<file path="src/acs_pkg.sv">
`default_nettype none
// shared constants for the sample/convert sequencer
package acs_pkg;
	// bus geometry
	localparam int ACS_ADDR_W = 8;
	localparam int ACS_DATA_W = 32;

	// register byte addresses
	localparam logic [7:0] ACS_ADR_CTRL = 8'h00;
	localparam logic [7:0] ACS_ADR_CFG = 8'h04;
	localparam logic [7:0] ACS_ADR_IRQ_STAT = 8'h08;
	localparam logic [7:0] ACS_ADR_IRQ_MASK = 8'h0c;

	// control register field positions
	localparam int ACS_CTRL_DONE = 0;
	localparam int ACS_CTRL_SAMPLE = 1;
	localparam int ACS_CTRL_AUTO_SAMPLE_START = 2;
	localparam int ACS_CTRL_SIMULTANEOUS_SAMPLE_SELECT = 3;
	localparam int ACS_CTRL_GROUP = 4;
	localparam int ACS_CTRL_CODE_LO = 5;

	// configuration register field positions
	localparam int ACS_CFG_TWELVE = 0;
	localparam int ACS_CFG_CHANNEL_COUNT_SELECT_LO = 1;

	// interrupt status bit positions
	localparam int ACS_IRQ_DONE = 0;
	localparam int ACS_IRQ_IGNORED = 1;

	// trigger codes
	localparam logic [2:0] ACS_CODE_MANUAL = 3'h0;
	localparam logic [2:0] ACS_CODE_EXTERNAL_INTERRUPT_ZERO_PIN = 3'h1;
	localparam logic [2:0] ACS_CODE_TMR3 = 3'h2;
	localparam logic [2:0] ACS_CODE_PWM_SPECIAL = 3'h3;
	localparam logic [2:0] ACS_CODE_TMR5 = 3'h4;
	localparam logic [2:0] ACS_CODE_CHARGE_TIME_MEASURE_UNIT = 3'h6;
	localparam logic [2:0] ACS_CODE_COUNTER = 3'h7;

	// values after reset
	localparam logic [2:0] ACS_RST_CODE = 3'h0;
	localparam logic [1:0] ACS_RST_CHANNEL_COUNT_SELECT = 2'h0;
	localparam logic [1:0] ACS_RST_MASK = 2'h0;
	localparam logic [7:0] ACS_RST_COUNT = 8'h00;

	// sequencer states, one-hot
	typedef enum logic [2:0] {
		ACS_IDLE = 3'b001,
		ACS_SAMPLE = 3'b010,
		ACS_CONVERT = 3'b100
	} acs_state_t;
endpackage
`default_nettype wire

</file>
<file path="src/acs_sample_convert.sv">
// Our own choices: the register offsets and the Wishbone slave port.
`default_nettype none
module acs_sample_convert #(
	parameter int SAMPLE_CYCLES = 16 // auto-convert acquisition length
) (
	// clock and reset
	input wire logic mclk_i,
	input wire logic arst_n_i,
	// wishbone slave
	input wire logic wb_cyc_i,
	input wire logic wb_stb_i,
	input wire logic wb_we_i,
	input wire logic [acs_pkg::ACS_ADDR_W-1:0] wb_adr_i,
	input wire logic [3:0] wb_sel_i,
	input wire logic [acs_pkg::ACS_DATA_W-1:0] wb_dat_i,
	output logic [acs_pkg::ACS_DATA_W-1:0] wb_dat_o,
	output logic wb_ack_o,
	// trigger sources, one-cycle pulses except the pin
	input wire logic timer5_match_i,
	input wire logic timer3_match_i,
	input wire logic pwm_special_event_i,
	input wire logic external_interrupt_zero_pin_i,
	input wire logic charge_time_measure_unit_i,
	input wire logic [2:0] pwm_generator_trig_i,
	input wire logic [3:0] trigger_generator_output_i,
	// converter core
	output logic [3:0] sample_hold_o,
	output logic conv_start_o,
	output logic [1:0] conv_chan_o,
	input wire logic conv_done_i,
	// interrupt
	output logic irq_o
);
	import acs_pkg::*;

	localparam logic [7:0] SAMPLE_LAST = 8'(SAMPLE_CYCLES - 1);

	// whole state of the block
	typedef struct packed {
		acs_state_t state;
		logic [2:0] trig_code; // trigger_source_code
		logic trig_group; // trigger_group_select
		logic simultaneous_sample_select; // simultaneous_sample_select as written
		logic auto_sample_start; // auto_sample_start
		logic twelve; // twelve_bit_mode_select
		logic [1:0] channel_count_select; // channel_count_select
		logic done; // conversion done flag
		logic [1:0] chan; // channel under conversion
		logic conv_start; // start pulse to the core
		logic [1:0] irq_stat; // sticky events
		logic [1:0] irq_mask; // enables
		logic ack; // bus answer
		logic [31:0] rdata; // captured read word
		logic external_interrupt_zero_pin_prev; // pin history for edge detect
		logic [7:0] smp_cnt; // acquisition counter
	} acs_regs_t;

	acs_regs_t cur_r;
	acs_regs_t cur_nxt;

	// highest channel converted for the current setup
	function automatic logic [1:0] acs_last_chan(input logic twelve, input logic [1:0] channel_count_select);
		logic [1:0] last;
		last = 2'h0;
		if (twelve) begin
			last = 2'h0; // single amplifier in twelve-bit mode
		end else if (channel_count_select[1]) begin
			last = 2'h3;
		end else if (channel_count_select[0]) begin
			last = 2'h1;
		end
		return last;
	endfunction

	// effective simultaneous mode
	function automatic logic acs_simul(input logic simultaneous_sample_select, input logic twelve);
		return simultaneous_sample_select & ~twelve;
	endfunction

	// selected trigger, manual code gives none here
	function automatic logic acs_trig_pick(
		input logic grp,
		input logic [2:0] code,
		input logic t5,
		input logic t3,
		input logic pwm_sp,
		input logic external_interrupt_zero_pin_edge,
		input logic ctr,
		input logic charge_time_measure_unit,
		input logic [2:0] pwmg,
		input logic [3:0] tgo
	);
		logic hit;
		hit = 1'b0;
		if (grp) begin
			case (code)
				3'h0, 3'h1, 3'h2: hit = pwmg[code[1:0]];
				3'h3: hit = tgo[0];
				3'h4: hit = tgo[1];
				3'h5: hit = tgo[2];
				3'h6: hit = tgo[3];
				default: hit = 1'b0; // reserved code never fires
			endcase
		end else begin
			case (code)
				ACS_CODE_TMR5: hit = t5;
				ACS_CODE_TMR3: hit = t3;
				ACS_CODE_PWM_SPECIAL: hit = pwm_sp;
				ACS_CODE_EXTERNAL_INTERRUPT_ZERO_PIN: hit = external_interrupt_zero_pin_edge;
				ACS_CODE_COUNTER: hit = ctr;
				ACS_CODE_CHARGE_TIME_MEASURE_UNIT: hit = charge_time_measure_unit;
				default: hit = 1'b0; // manual and reserved
			endcase
		end
		return hit;
	endfunction

	// decoded bus and trigger terms
	logic req; // new request waiting for ack
	logic acc; // access completes at this edge
	logic wr_ctrl; // completing write to control
	logic wr_cfg; // completing write to configuration
	logic wr_mask; // completing write to mask
	logic rd_stat; // completing read of status
	logic manual; // manual trigger mode
	logic external_interrupt_zero_pin_edge; // rising edge on the pin
	logic ctr_hit; // acquisition counter expired
	logic hw_trig; // selected hardware trigger
	logic sw_trig; // software ended manual sampling
	logic sw_start; // software asks for sampling
	logic [1:0] last_chan;
	logic [15:0] ctrl_word;

	assign req = wb_cyc_i & wb_stb_i & ~cur_r.ack;
	assign acc = wb_cyc_i & wb_stb_i & cur_r.ack;
	assign wr_ctrl = acc & wb_we_i & wb_sel_i[0] & (wb_adr_i == ACS_ADR_CTRL);
	assign wr_cfg = acc & wb_we_i & wb_sel_i[0] & (wb_adr_i == ACS_ADR_CFG);
	assign wr_mask = acc & wb_we_i & wb_sel_i[0] & (wb_adr_i == ACS_ADR_IRQ_MASK);
	assign rd_stat = acc & ~wb_we_i & (wb_adr_i == ACS_ADR_IRQ_STAT);
	assign manual = ~cur_r.trig_group & (cur_r.trig_code == ACS_CODE_MANUAL);
	assign external_interrupt_zero_pin_edge = external_interrupt_zero_pin_i & ~cur_r.external_interrupt_zero_pin_prev;
	assign ctr_hit = (cur_r.state == ACS_SAMPLE) & (cur_r.smp_cnt == SAMPLE_LAST);
	assign hw_trig = acs_trig_pick(cur_r.trig_group, cur_r.trig_code, timer5_match_i,
		timer3_match_i, pwm_special_event_i, external_interrupt_zero_pin_edge, ctr_hit, charge_time_measure_unit_i,
		pwm_generator_trig_i, trigger_generator_output_i);
	assign sw_trig = wr_ctrl & manual & ~wb_dat_i[ACS_CTRL_SAMPLE];
	assign sw_start = wr_ctrl & wb_dat_i[ACS_CTRL_SAMPLE];
	assign last_chan = acs_last_chan(cur_r.twelve, cur_r.channel_count_select);

	// control readback, sample bit mirrors the acquiring state
	assign ctrl_word = {8'h00, cur_r.trig_code, cur_r.trig_group,
		acs_simul(cur_r.simultaneous_sample_select, cur_r.twelve), cur_r.auto_sample_start,
		cur_r.state == ACS_SAMPLE, cur_r.done};

	// next-state logic for the whole block
	always_comb begin
		cur_nxt = cur_r;
		cur_nxt.conv_start = 1'b0;
		cur_nxt.external_interrupt_zero_pin_prev = external_interrupt_zero_pin_i;
		// ack one cycle after the request, dropped the next
		cur_nxt.ack = req;
		if (req) begin
			unique case (wb_adr_i)
				ACS_ADR_CTRL: cur_nxt.rdata = {16'h0000, ctrl_word};
				ACS_ADR_CFG: cur_nxt.rdata = {29'h0, cur_r.channel_count_select, cur_r.twelve};
				ACS_ADR_IRQ_STAT: cur_nxt.rdata = {30'h0, cur_r.irq_stat};
				ACS_ADR_IRQ_MASK: cur_nxt.rdata = {30'h0, cur_r.irq_mask};
				default: cur_nxt.rdata = 32'h0; // unmapped reads zero
			endcase
		end
		// plain configuration fields
		if (wr_ctrl) begin
			cur_nxt.trig_code = wb_dat_i[ACS_CTRL_CODE_LO +: 3];
			cur_nxt.trig_group = wb_dat_i[ACS_CTRL_GROUP];
			cur_nxt.simultaneous_sample_select = wb_dat_i[ACS_CTRL_SIMULTANEOUS_SAMPLE_SELECT];
			cur_nxt.auto_sample_start = wb_dat_i[ACS_CTRL_AUTO_SAMPLE_START];
			// writing zero clears, a one is ignored, nothing else moves
			if (!wb_dat_i[ACS_CTRL_DONE]) begin
				cur_nxt.done = 1'b0;
			end
		end
		if (wr_cfg) begin
			cur_nxt.twelve = wb_dat_i[ACS_CFG_TWELVE];
			cur_nxt.channel_count_select = wb_dat_i[ACS_CFG_CHANNEL_COUNT_SELECT_LO +: 2];
		end
		if (wr_mask) begin
			cur_nxt.irq_mask = wb_dat_i[1:0];
		end
		// read clears only the bits the reader actually saw
		if (rd_stat) begin
			cur_nxt.irq_stat = cur_r.irq_stat & ~cur_r.rdata[1:0];
		end
		// sequencer
		unique case (cur_r.state)
			ACS_IDLE: begin
				// holding: only software restarts sampling
				if (sw_start) begin
					cur_nxt.state = ACS_SAMPLE;
					cur_nxt.smp_cnt = ACS_RST_COUNT;
				end
				if (hw_trig) begin
					cur_nxt.irq_stat[ACS_IRQ_IGNORED] = 1'b1;
				end
			end
			ACS_SAMPLE: begin
				cur_nxt.smp_cnt = cur_r.smp_cnt + 8'h01;
				// manual clear or hardware trigger ends acquisition
				if ((manual & sw_trig) | (~manual & hw_trig)) begin
					cur_nxt.state = ACS_CONVERT;
					cur_nxt.chan = 2'h0;
					cur_nxt.conv_start = 1'b1;
					cur_nxt.done = 1'b0;
				end
			end
			ACS_CONVERT: begin
				if (hw_trig) begin
					cur_nxt.irq_stat[ACS_IRQ_IGNORED] = 1'b1;
				end
				if (conv_done_i && !cur_r.conv_start) begin
					if (cur_r.chan == last_chan) begin
						// set after any software clear, so the event wins
						cur_nxt.done = 1'b1;
						cur_nxt.irq_stat[ACS_IRQ_DONE] = 1'b1;
						cur_nxt.smp_cnt = ACS_RST_COUNT;
						cur_nxt.state = cur_r.auto_sample_start ? ACS_SAMPLE : ACS_IDLE;
					end else begin
						// next channel; held since the start if simultaneous, from this edge if not
						cur_nxt.chan = cur_r.chan + 2'h1;
						cur_nxt.conv_start = 1'b1;
					end
				end
			end
		endcase
	end

	// state register
	always_ff @(posedge mclk_i or negedge arst_n_i) begin
		if (!arst_n_i) begin
			cur_r <= '{state: ACS_IDLE, trig_code: ACS_RST_CODE, trig_group: 1'b0,
				simultaneous_sample_select: 1'b0, auto_sample_start: 1'b0, twelve: 1'b0, channel_count_select: ACS_RST_CHANNEL_COUNT_SELECT, done: 1'b0,
				chan: 2'h0, conv_start: 1'b0, irq_stat: 2'h0, irq_mask: ACS_RST_MASK,
				ack: 1'b0, rdata: 32'h0, external_interrupt_zero_pin_prev: 1'b0, smp_cnt: ACS_RST_COUNT};
		end else begin
			cur_r <= cur_nxt;
		end
	end

	// per-channel acquire enables
	genvar gi;
	generate
		for (gi = 0; gi < 4; gi++) begin : g_hold
			logic used;
			assign used = (2'(gi) <= last_chan);
			// simultaneous: all hold together; else a channel holds when its turn comes
			assign sample_hold_o[gi] = used & ((cur_r.state == ACS_SAMPLE) |
				((cur_r.state == ACS_CONVERT) & ~acs_simul(cur_r.simultaneous_sample_select, cur_r.twelve) &
				(2'(gi) > cur_r.chan)));
		end
	endgenerate

	// outputs
	assign wb_ack_o = cur_r.ack;
	assign wb_dat_o = cur_r.ack ? cur_r.rdata : 32'h0;
	assign conv_start_o = cur_r.conv_start;
	assign conv_chan_o = cur_r.chan;
	assign irq_o = |(cur_r.irq_stat & cur_r.irq_mask);

	// software cannot set the done flag with a write of one
	// the flag only changes at the start or the end of a conversion otherwise

	// checks
	property p_manual_start;
		@(posedge mclk_i) disable iff (!arst_n_i)
		(cur_r.state == ACS_SAMPLE && manual && sw_trig)
			|=> conv_start_o && conv_chan_o == 2'h0 && !sample_hold_o[0];
	endproperty
	a_manual_start: assert property (p_manual_start)
		else $error("manual clear did not start conversion");

	property p_timer5;
		@(posedge mclk_i) disable iff (!arst_n_i)
		(cur_r.state == ACS_SAMPLE && !cur_r.trig_group &&
			cur_r.trig_code == ACS_CODE_TMR5 && timer5_match_i)
			|=> conv_start_o ##1 (cur_r.state == ACS_CONVERT);
	endproperty
	a_timer5: assert property (p_timer5)
		else $error("timer5 match did not end sampling");

	property p_reserved;
		@(posedge mclk_i) disable iff (!arst_n_i)
		(cur_r.state == ACS_SAMPLE && !cur_r.trig_group && cur_r.trig_code == 3'h5)
			|=> cur_r.state == ACS_SAMPLE;
	endproperty
	a_reserved: assert property (p_reserved)
		else $error("reserved trigger code left sampling");

	property p_autostart;
		@(posedge mclk_i) disable iff (!arst_n_i)
		(cur_r.state == ACS_CONVERT && conv_done_i && !cur_r.conv_start &&
			cur_r.chan == last_chan && cur_r.auto_sample_start)
			|=> ctrl_word[ACS_CTRL_SAMPLE] && cur_r.done;
	endproperty
	a_autostart: assert property (p_autostart)
		else $error("auto-start did not resume sampling");

	property p_no_autostart;
		@(posedge mclk_i) disable iff (!arst_n_i)
		(cur_r.state == ACS_IDLE && !sw_start) |=> !ctrl_word[ACS_CTRL_SAMPLE];
	endproperty
	a_no_autostart: assert property (p_no_autostart)
		else $error("sampling began without software");

	property p_done_cleared;
		@(posedge mclk_i) disable iff (!arst_n_i)
		$rose(cur_r.state == ACS_CONVERT) |-> !cur_r.done && conv_start_o;
	endproperty
	a_done_cleared: assert property (p_done_cleared)
		else $error("done not cleared at conversion start");

	property p_done_sticky;
		@(posedge mclk_i) disable iff (!arst_n_i)
		(cur_r.done && !wr_ctrl && cur_r.state != ACS_SAMPLE) |=> cur_r.done;
	endproperty
	a_done_sticky: assert property (p_done_sticky)
		else $error("done dropped by itself");

	property p_clear_quiet;
		@(posedge mclk_i) disable iff (!arst_n_i)
		(wr_ctrl && cur_r.state == ACS_CONVERT && !conv_done_i && !hw_trig)
			|=> $stable(cur_r.state) && $stable(cur_r.chan);
	endproperty
	a_clear_quiet: assert property (p_clear_quiet)
		else $error("control write disturbed conversion");

	property p_simultaneous_sample_select_zero;
		@(posedge mclk_i) disable iff (!arst_n_i)
		(req && !wb_we_i && wb_adr_i == ACS_ADR_CTRL && cur_r.twelve)
			|=> wb_ack_o && !wb_dat_o[ACS_CTRL_SIMULTANEOUS_SAMPLE_SELECT];
	endproperty
	a_simultaneous_sample_select_zero: assert property (p_simultaneous_sample_select_zero)
		else $error("simultaneous bit read nonzero in twelve-bit mode");

	property p_ignored;
		@(posedge mclk_i) disable iff (!arst_n_i)
		(cur_r.state == ACS_IDLE && hw_trig && !sw_start)
			|=> !conv_start_o ##1 !conv_start_o;
	endproperty
	a_ignored: assert property (p_ignored)
		else $error("trigger outside sampling started conversion");

	property p_simul_hold;
		@(posedge mclk_i) disable iff (!arst_n_i)
		(cur_r.state == ACS_CONVERT && acs_simul(cur_r.simultaneous_sample_select, cur_r.twelve))
			|-> sample_hold_o == 4'h0;
	endproperty
	a_simul_hold: assert property (p_simul_hold)
		else $error("channel acquiring during simultaneous hold");

	property p_seq_hold;
		@(posedge mclk_i) disable iff (!arst_n_i)
		(cur_r.state == ACS_CONVERT && !acs_simul(cur_r.simultaneous_sample_select, cur_r.twelve) &&
			cur_r.channel_count_select[1] && !cur_r.twelve && cur_r.chan == 2'h0)
			|-> sample_hold_o == 4'he;
	endproperty
	a_seq_hold: assert property (p_seq_hold)
		else $error("sequential channels not held one by one");
endmodule
`default_nettype wire

</file>
<file path="config.mk">
export PLATFORM = sky130hd
export DESIGN_NAME = acs_sample_convert
export DESIGN_NICKNAME = d
export VERILOG_FILES = /design/src/acs_pkg.sv /design/src/acs_sample_convert.sv
export SDC_FILE = /design/constraint.sdc
export NUM_CORES = 1
export LEC_CHECK = 0
export BUFFER_PORTS_ARGS = -buffer_cell sky130_fd_sc_hd__buf_2
export CORE_MARGIN = 8
export CORE_UTILIZATION = 27
export CTS_BUF_LIST = sky130_fd_sc_hd__clkbuf_4 sky130_fd_sc_hd__clkbuf_8 sky130_fd_sc_hd__clkbuf_16
export DETAILED_ROUTE_END_ITERATION = 7
export PLACE_DENSITY = 0.6
export SYNTH_ARGS = -nofsm -noshare
export SYNTH_HDL_FRONTEND = slang
export SYNTH_SLANG_ARGS = --single-unit
</file>
<file path="constraint.sdc">
create_clock -name mclk_i -period 2.5 [get_ports mclk_i]
set_input_delay 0.5 -clock mclk_i [delete_from_list [all_inputs] [get_ports mclk_i]]
set_output_delay 0.5 -clock mclk_i [all_outputs]
set_load 0.02 [all_outputs]
</file>
==> results.py <==
metrics = {
    "run_status": {
        "outcome": "completed",
    },
    "yosys": {
        "synth_top_family_by_area": "simple AND/OR/NAND/NOR gates",
        "synth_flop_cell": "dfrtp_1",
        "synth_cells": 230,
        "synthSimpleGateAreaFrac": 0.198,
        "syn_avg_cell_area_sq_um": 9.90,
        "ys_ff_latch": 38,
        "synthArstFlopShare": 1.00,
        "synth_area_leader_cell": "dfrtp_1",
        "synth-compound-area-share": 0.141,
        "synth-seq-area-share": 0.418,
        "yosysMostFrequentCell": "dfrtp_1",
        "synth_cell_types": 46,
        "synthAdderAreaFrac": 0.0220,
        "synth_edf_count": 0,
        "ys_warn_count": 0,
        "synth_xor_xnor_area_share": 0.00385,
        "synth.top_cells.by_count": "37 x dfrtp_1, 28 x buf_4, 16 x nand2_1",
        "synth_top_area_share": 0.407,
        "synth.mux.area_fraction": 0.0923,
        "syn-cell-area_sq_mm": 0.00228,
        "synthTopCellsByArea": "dfrtp_1 41%, buf_4 9.2%, mux2_2 4.9%",
    },
    "critical_path": {
        "cp_max_fo": 5,
        "arrival_ps": 2650,
        "crit_path_end_kind": "flip-flop",
        "cp.required_ps": 2680,
        "critPathMostFrequentCell": "or3_4",
        "ff2ff_setup_slack_ps": 440,
        "critPathMaxStageDelay_ps": 540,
        "cp_cell_sequence": "buf_6 -> or4_4 -> or3_4 -> or4b_4 -> or3_4 -> a21oi_4 -> o22ai_1",
        "cp-start-kind": "input pin",
        "crit_slowest_cell": "or4b_4",
        "cp_top_family": "simple AND/OR/NAND/NOR gates",
        "worstSetupPathType": "in2reg",
        "cp.buffers_inverters": 1,
    },
    "sta": {
        "finClkSkew_ps": 3.43,
        "max_freq_mhz": 404,
        "fin_crit_sh": 0.989,
        "rsz0062_at_grt": "yes",
        "relSlewSlack": 0.434,
        "slew_violations": 0,
        "finalSetupViolCount": 0,
        "worst_slack_ps": 26.5,
        "hold_viol_final": 0,
        "worst_slew_pin_slew_ps": 849,
        "layout_min_cycle_time_ps": 2470,
    },
    "floorplan": {
        "coreArea_sq_mm": 0.00822,
        "fp.dieW_um": 108,
        "die_h_um": 108,
        "dieArea_sq_mm": 0.0116,
        "start_util": 0.277,
        "num_rows": 33,
        "io_pins": 103,
    },
    "route": {
        "wl_mm": 5.44,
        "first_pass_iters": 4,
        "viasPerCell": 4.55,
        "vias": 1782,
        "ant_nets": 0,
        "avgRoutedWirePerCell_um": 13.9,
        "drt_first_iter_violations": 52,
        "drc": 0,
    },
    "min_path": {
        "hold_path_class": "in2async",
    },
    "global_routing": {
        "grt_overflow_total": 0,
        "grt_max_degree": 39,
        "antenna_found_initial": 0,
        "grt_pass1_wl_mm": 8.51,
        "grt_usage": 0.0922,
        "grt_pass1_vias": 1752,
    },
    "clock_tree": {
        "htreeDepth": 2,
        "clk_pin_slew_ps": 80,
        "cts_tree": "built",
        "cts_num_sinks": 38,
        "numCtsBuffers": 5,
        "clock_latency_ps": 290,
        "hold_buffers": 0,
        "clk_path_buf_depth": 2,
        "cts_root_buf": "clkbuf_8",
    },
    "pwr": {
        "cellPowerDensity_mw_per_mm2": 611,
        "sequentialPowerShare": 0.436,
        "power.switching_w": 0.000458,
        "switching_share": 0.271,
        "power.share.clock": 0.385,
        "p_int_w": 0.00123,
        "p_leak_nw": 1.39,
        "ir_worst_vdd_v": 0.000295,
        "p_comb_frac": 0.178,
    },
    "final_layout": {
        "num_antenna_cells": 0,
        "fin_area_sq_mm": 0.00277,
        "area_delta_synth_final_pct": 21.5,
        "postLayoutCoreUtil": 0.337,
        "drive_gt1_frac": 0.324,
        "layout.nets": 352,
    },
    "place": {
        "portBuffers": 51,
        "place_congestion": 0.731,
        "place_area_sq_mm": 0.00258,
        "dp_slack_ps": -445,
        "dp_hpwl_mm": 4.28,
    },
    "job": {
        "drv_cap": 0,
    },
}
registers in the layout, summed over array words and instances (netlist names):
register,cells
conv_chan_o,2
conv_start_o,1
ctrl_word,6
cur_r,28
wb_ack_o,1
worst paths after layout:
path / from / to / cells after the start
setup / recovery: wb_adr_i[7] / conv_chan_o[1] / 7
hold / removal: arst_n_i / ctrl_word[7] / 1
setup reg to reg: ctrl_word[5] / cur_r[61] / 7
hold reg to reg: cur_r[11] / cur_r[11] / 2
max in group asynchronous: arst_n_i / cur_r[52] / 1
min in group mclk_i: external_interrupt_zero_pin_i / cur_r[8] / 1
per-layer routing:
metal  global-route usage  wire length [um]  up-vias
li1                     -                 -      878
met1                0.115              2380      849
met2                0.142              2580       48
met3               0.0389               415        7
met4               0.0258                65        0
met5                    0                 0        -
cells by family after synthesis:
family	Yosys count
AOI/OAI and AO/OA	47
xor gates and xnor gates	1
adders and majority gates	4
buffers and inverters	45
DFF	38
muxes	16
other	1
and+or+nand+nor	78
placed cells by master (no fill, tap or decap), drive strengths merged, types with 2 or more instances in the layout:
cell type / count
nand2: 16
buf: 62
o21a: 3
nor3b: 5
bufinv: 2
a22o: 8
o31ai: 3
nand4: 2
inv: 9
or4: 2
a31oi: 3
nor3: 5
or3: 2
ha: 4
a21oi: 12
and2: 10
nand3b: 3
nor4bb: 2
mux2: 10
clkbuf: 6
nor2: 9
a211o: 2
o21ai: 10
dfrtp: 37
mux2i: 3
mux4: 3
and3: 8
nand3: 5
conb: 24
nand2b: 5
power groups by stage:
stage	clock network [W]	registers [W]	logic [W]
after detailed placement	0	0.000749	0.000304
after CTS	0.000664	0.000737	0.000308
after floorplan	0	0.000735	0.000244
after global placement	0	0.000746	0.000295
final	0.000651	0.000738	0.000302
after global routing	0.000690	0.000750	0.000342
worst reg2reg max path: cells and delay by family (launching register included):
kind	cells	cell delay (ps)
flops	1	580
mux	1	550
compound gates	4	450
simple gates	1	210
buf+inv	1	160
metrics by stage:
stage / TNS, ps / power (W) / instances / hold WS, ps
6_report: 0 / 0.00169 / 392 / 309
3_5_place_dp: -5630 / 0.00105 / 382 / 472
5_1_grt: -10.8 / 0.00178 / 392 / 300
3_3_place_gp: -5600 / 0.00104 / 382 / 461
4_1_cts: 0 / 0.00171 / 390 / 312
2_1_floorplan: -1760 / 0.000979 / 253 / 204
area by class of cell:
| class | count | area [sq um] |
|---|---|---|
| Clock buffer | 6 | 82.6 |
| Sequential cell | 38 | 952 |
| Multi-Input combinational cell | 170 | 1160 |
| Tap cell | 105 | 131 |
| Timing Repair Buffer | 62 | 344 |
| Fill cell | 854 | 5450 |
| Inverter | 9 | 33.8 |
| Clock inverter | 2 | 60.1 |
timing repair:
item | 4_1_cts | 5_1_grt
endpoints found under the setup margin | 9 | 4
cloned | 0 | 0
buffers inserted | 0 | 2
resized for setup | 4 | 0
endpoints found under the hold margin | 0 | 0
Note: power is estimated with default switching activity, not from simulation.
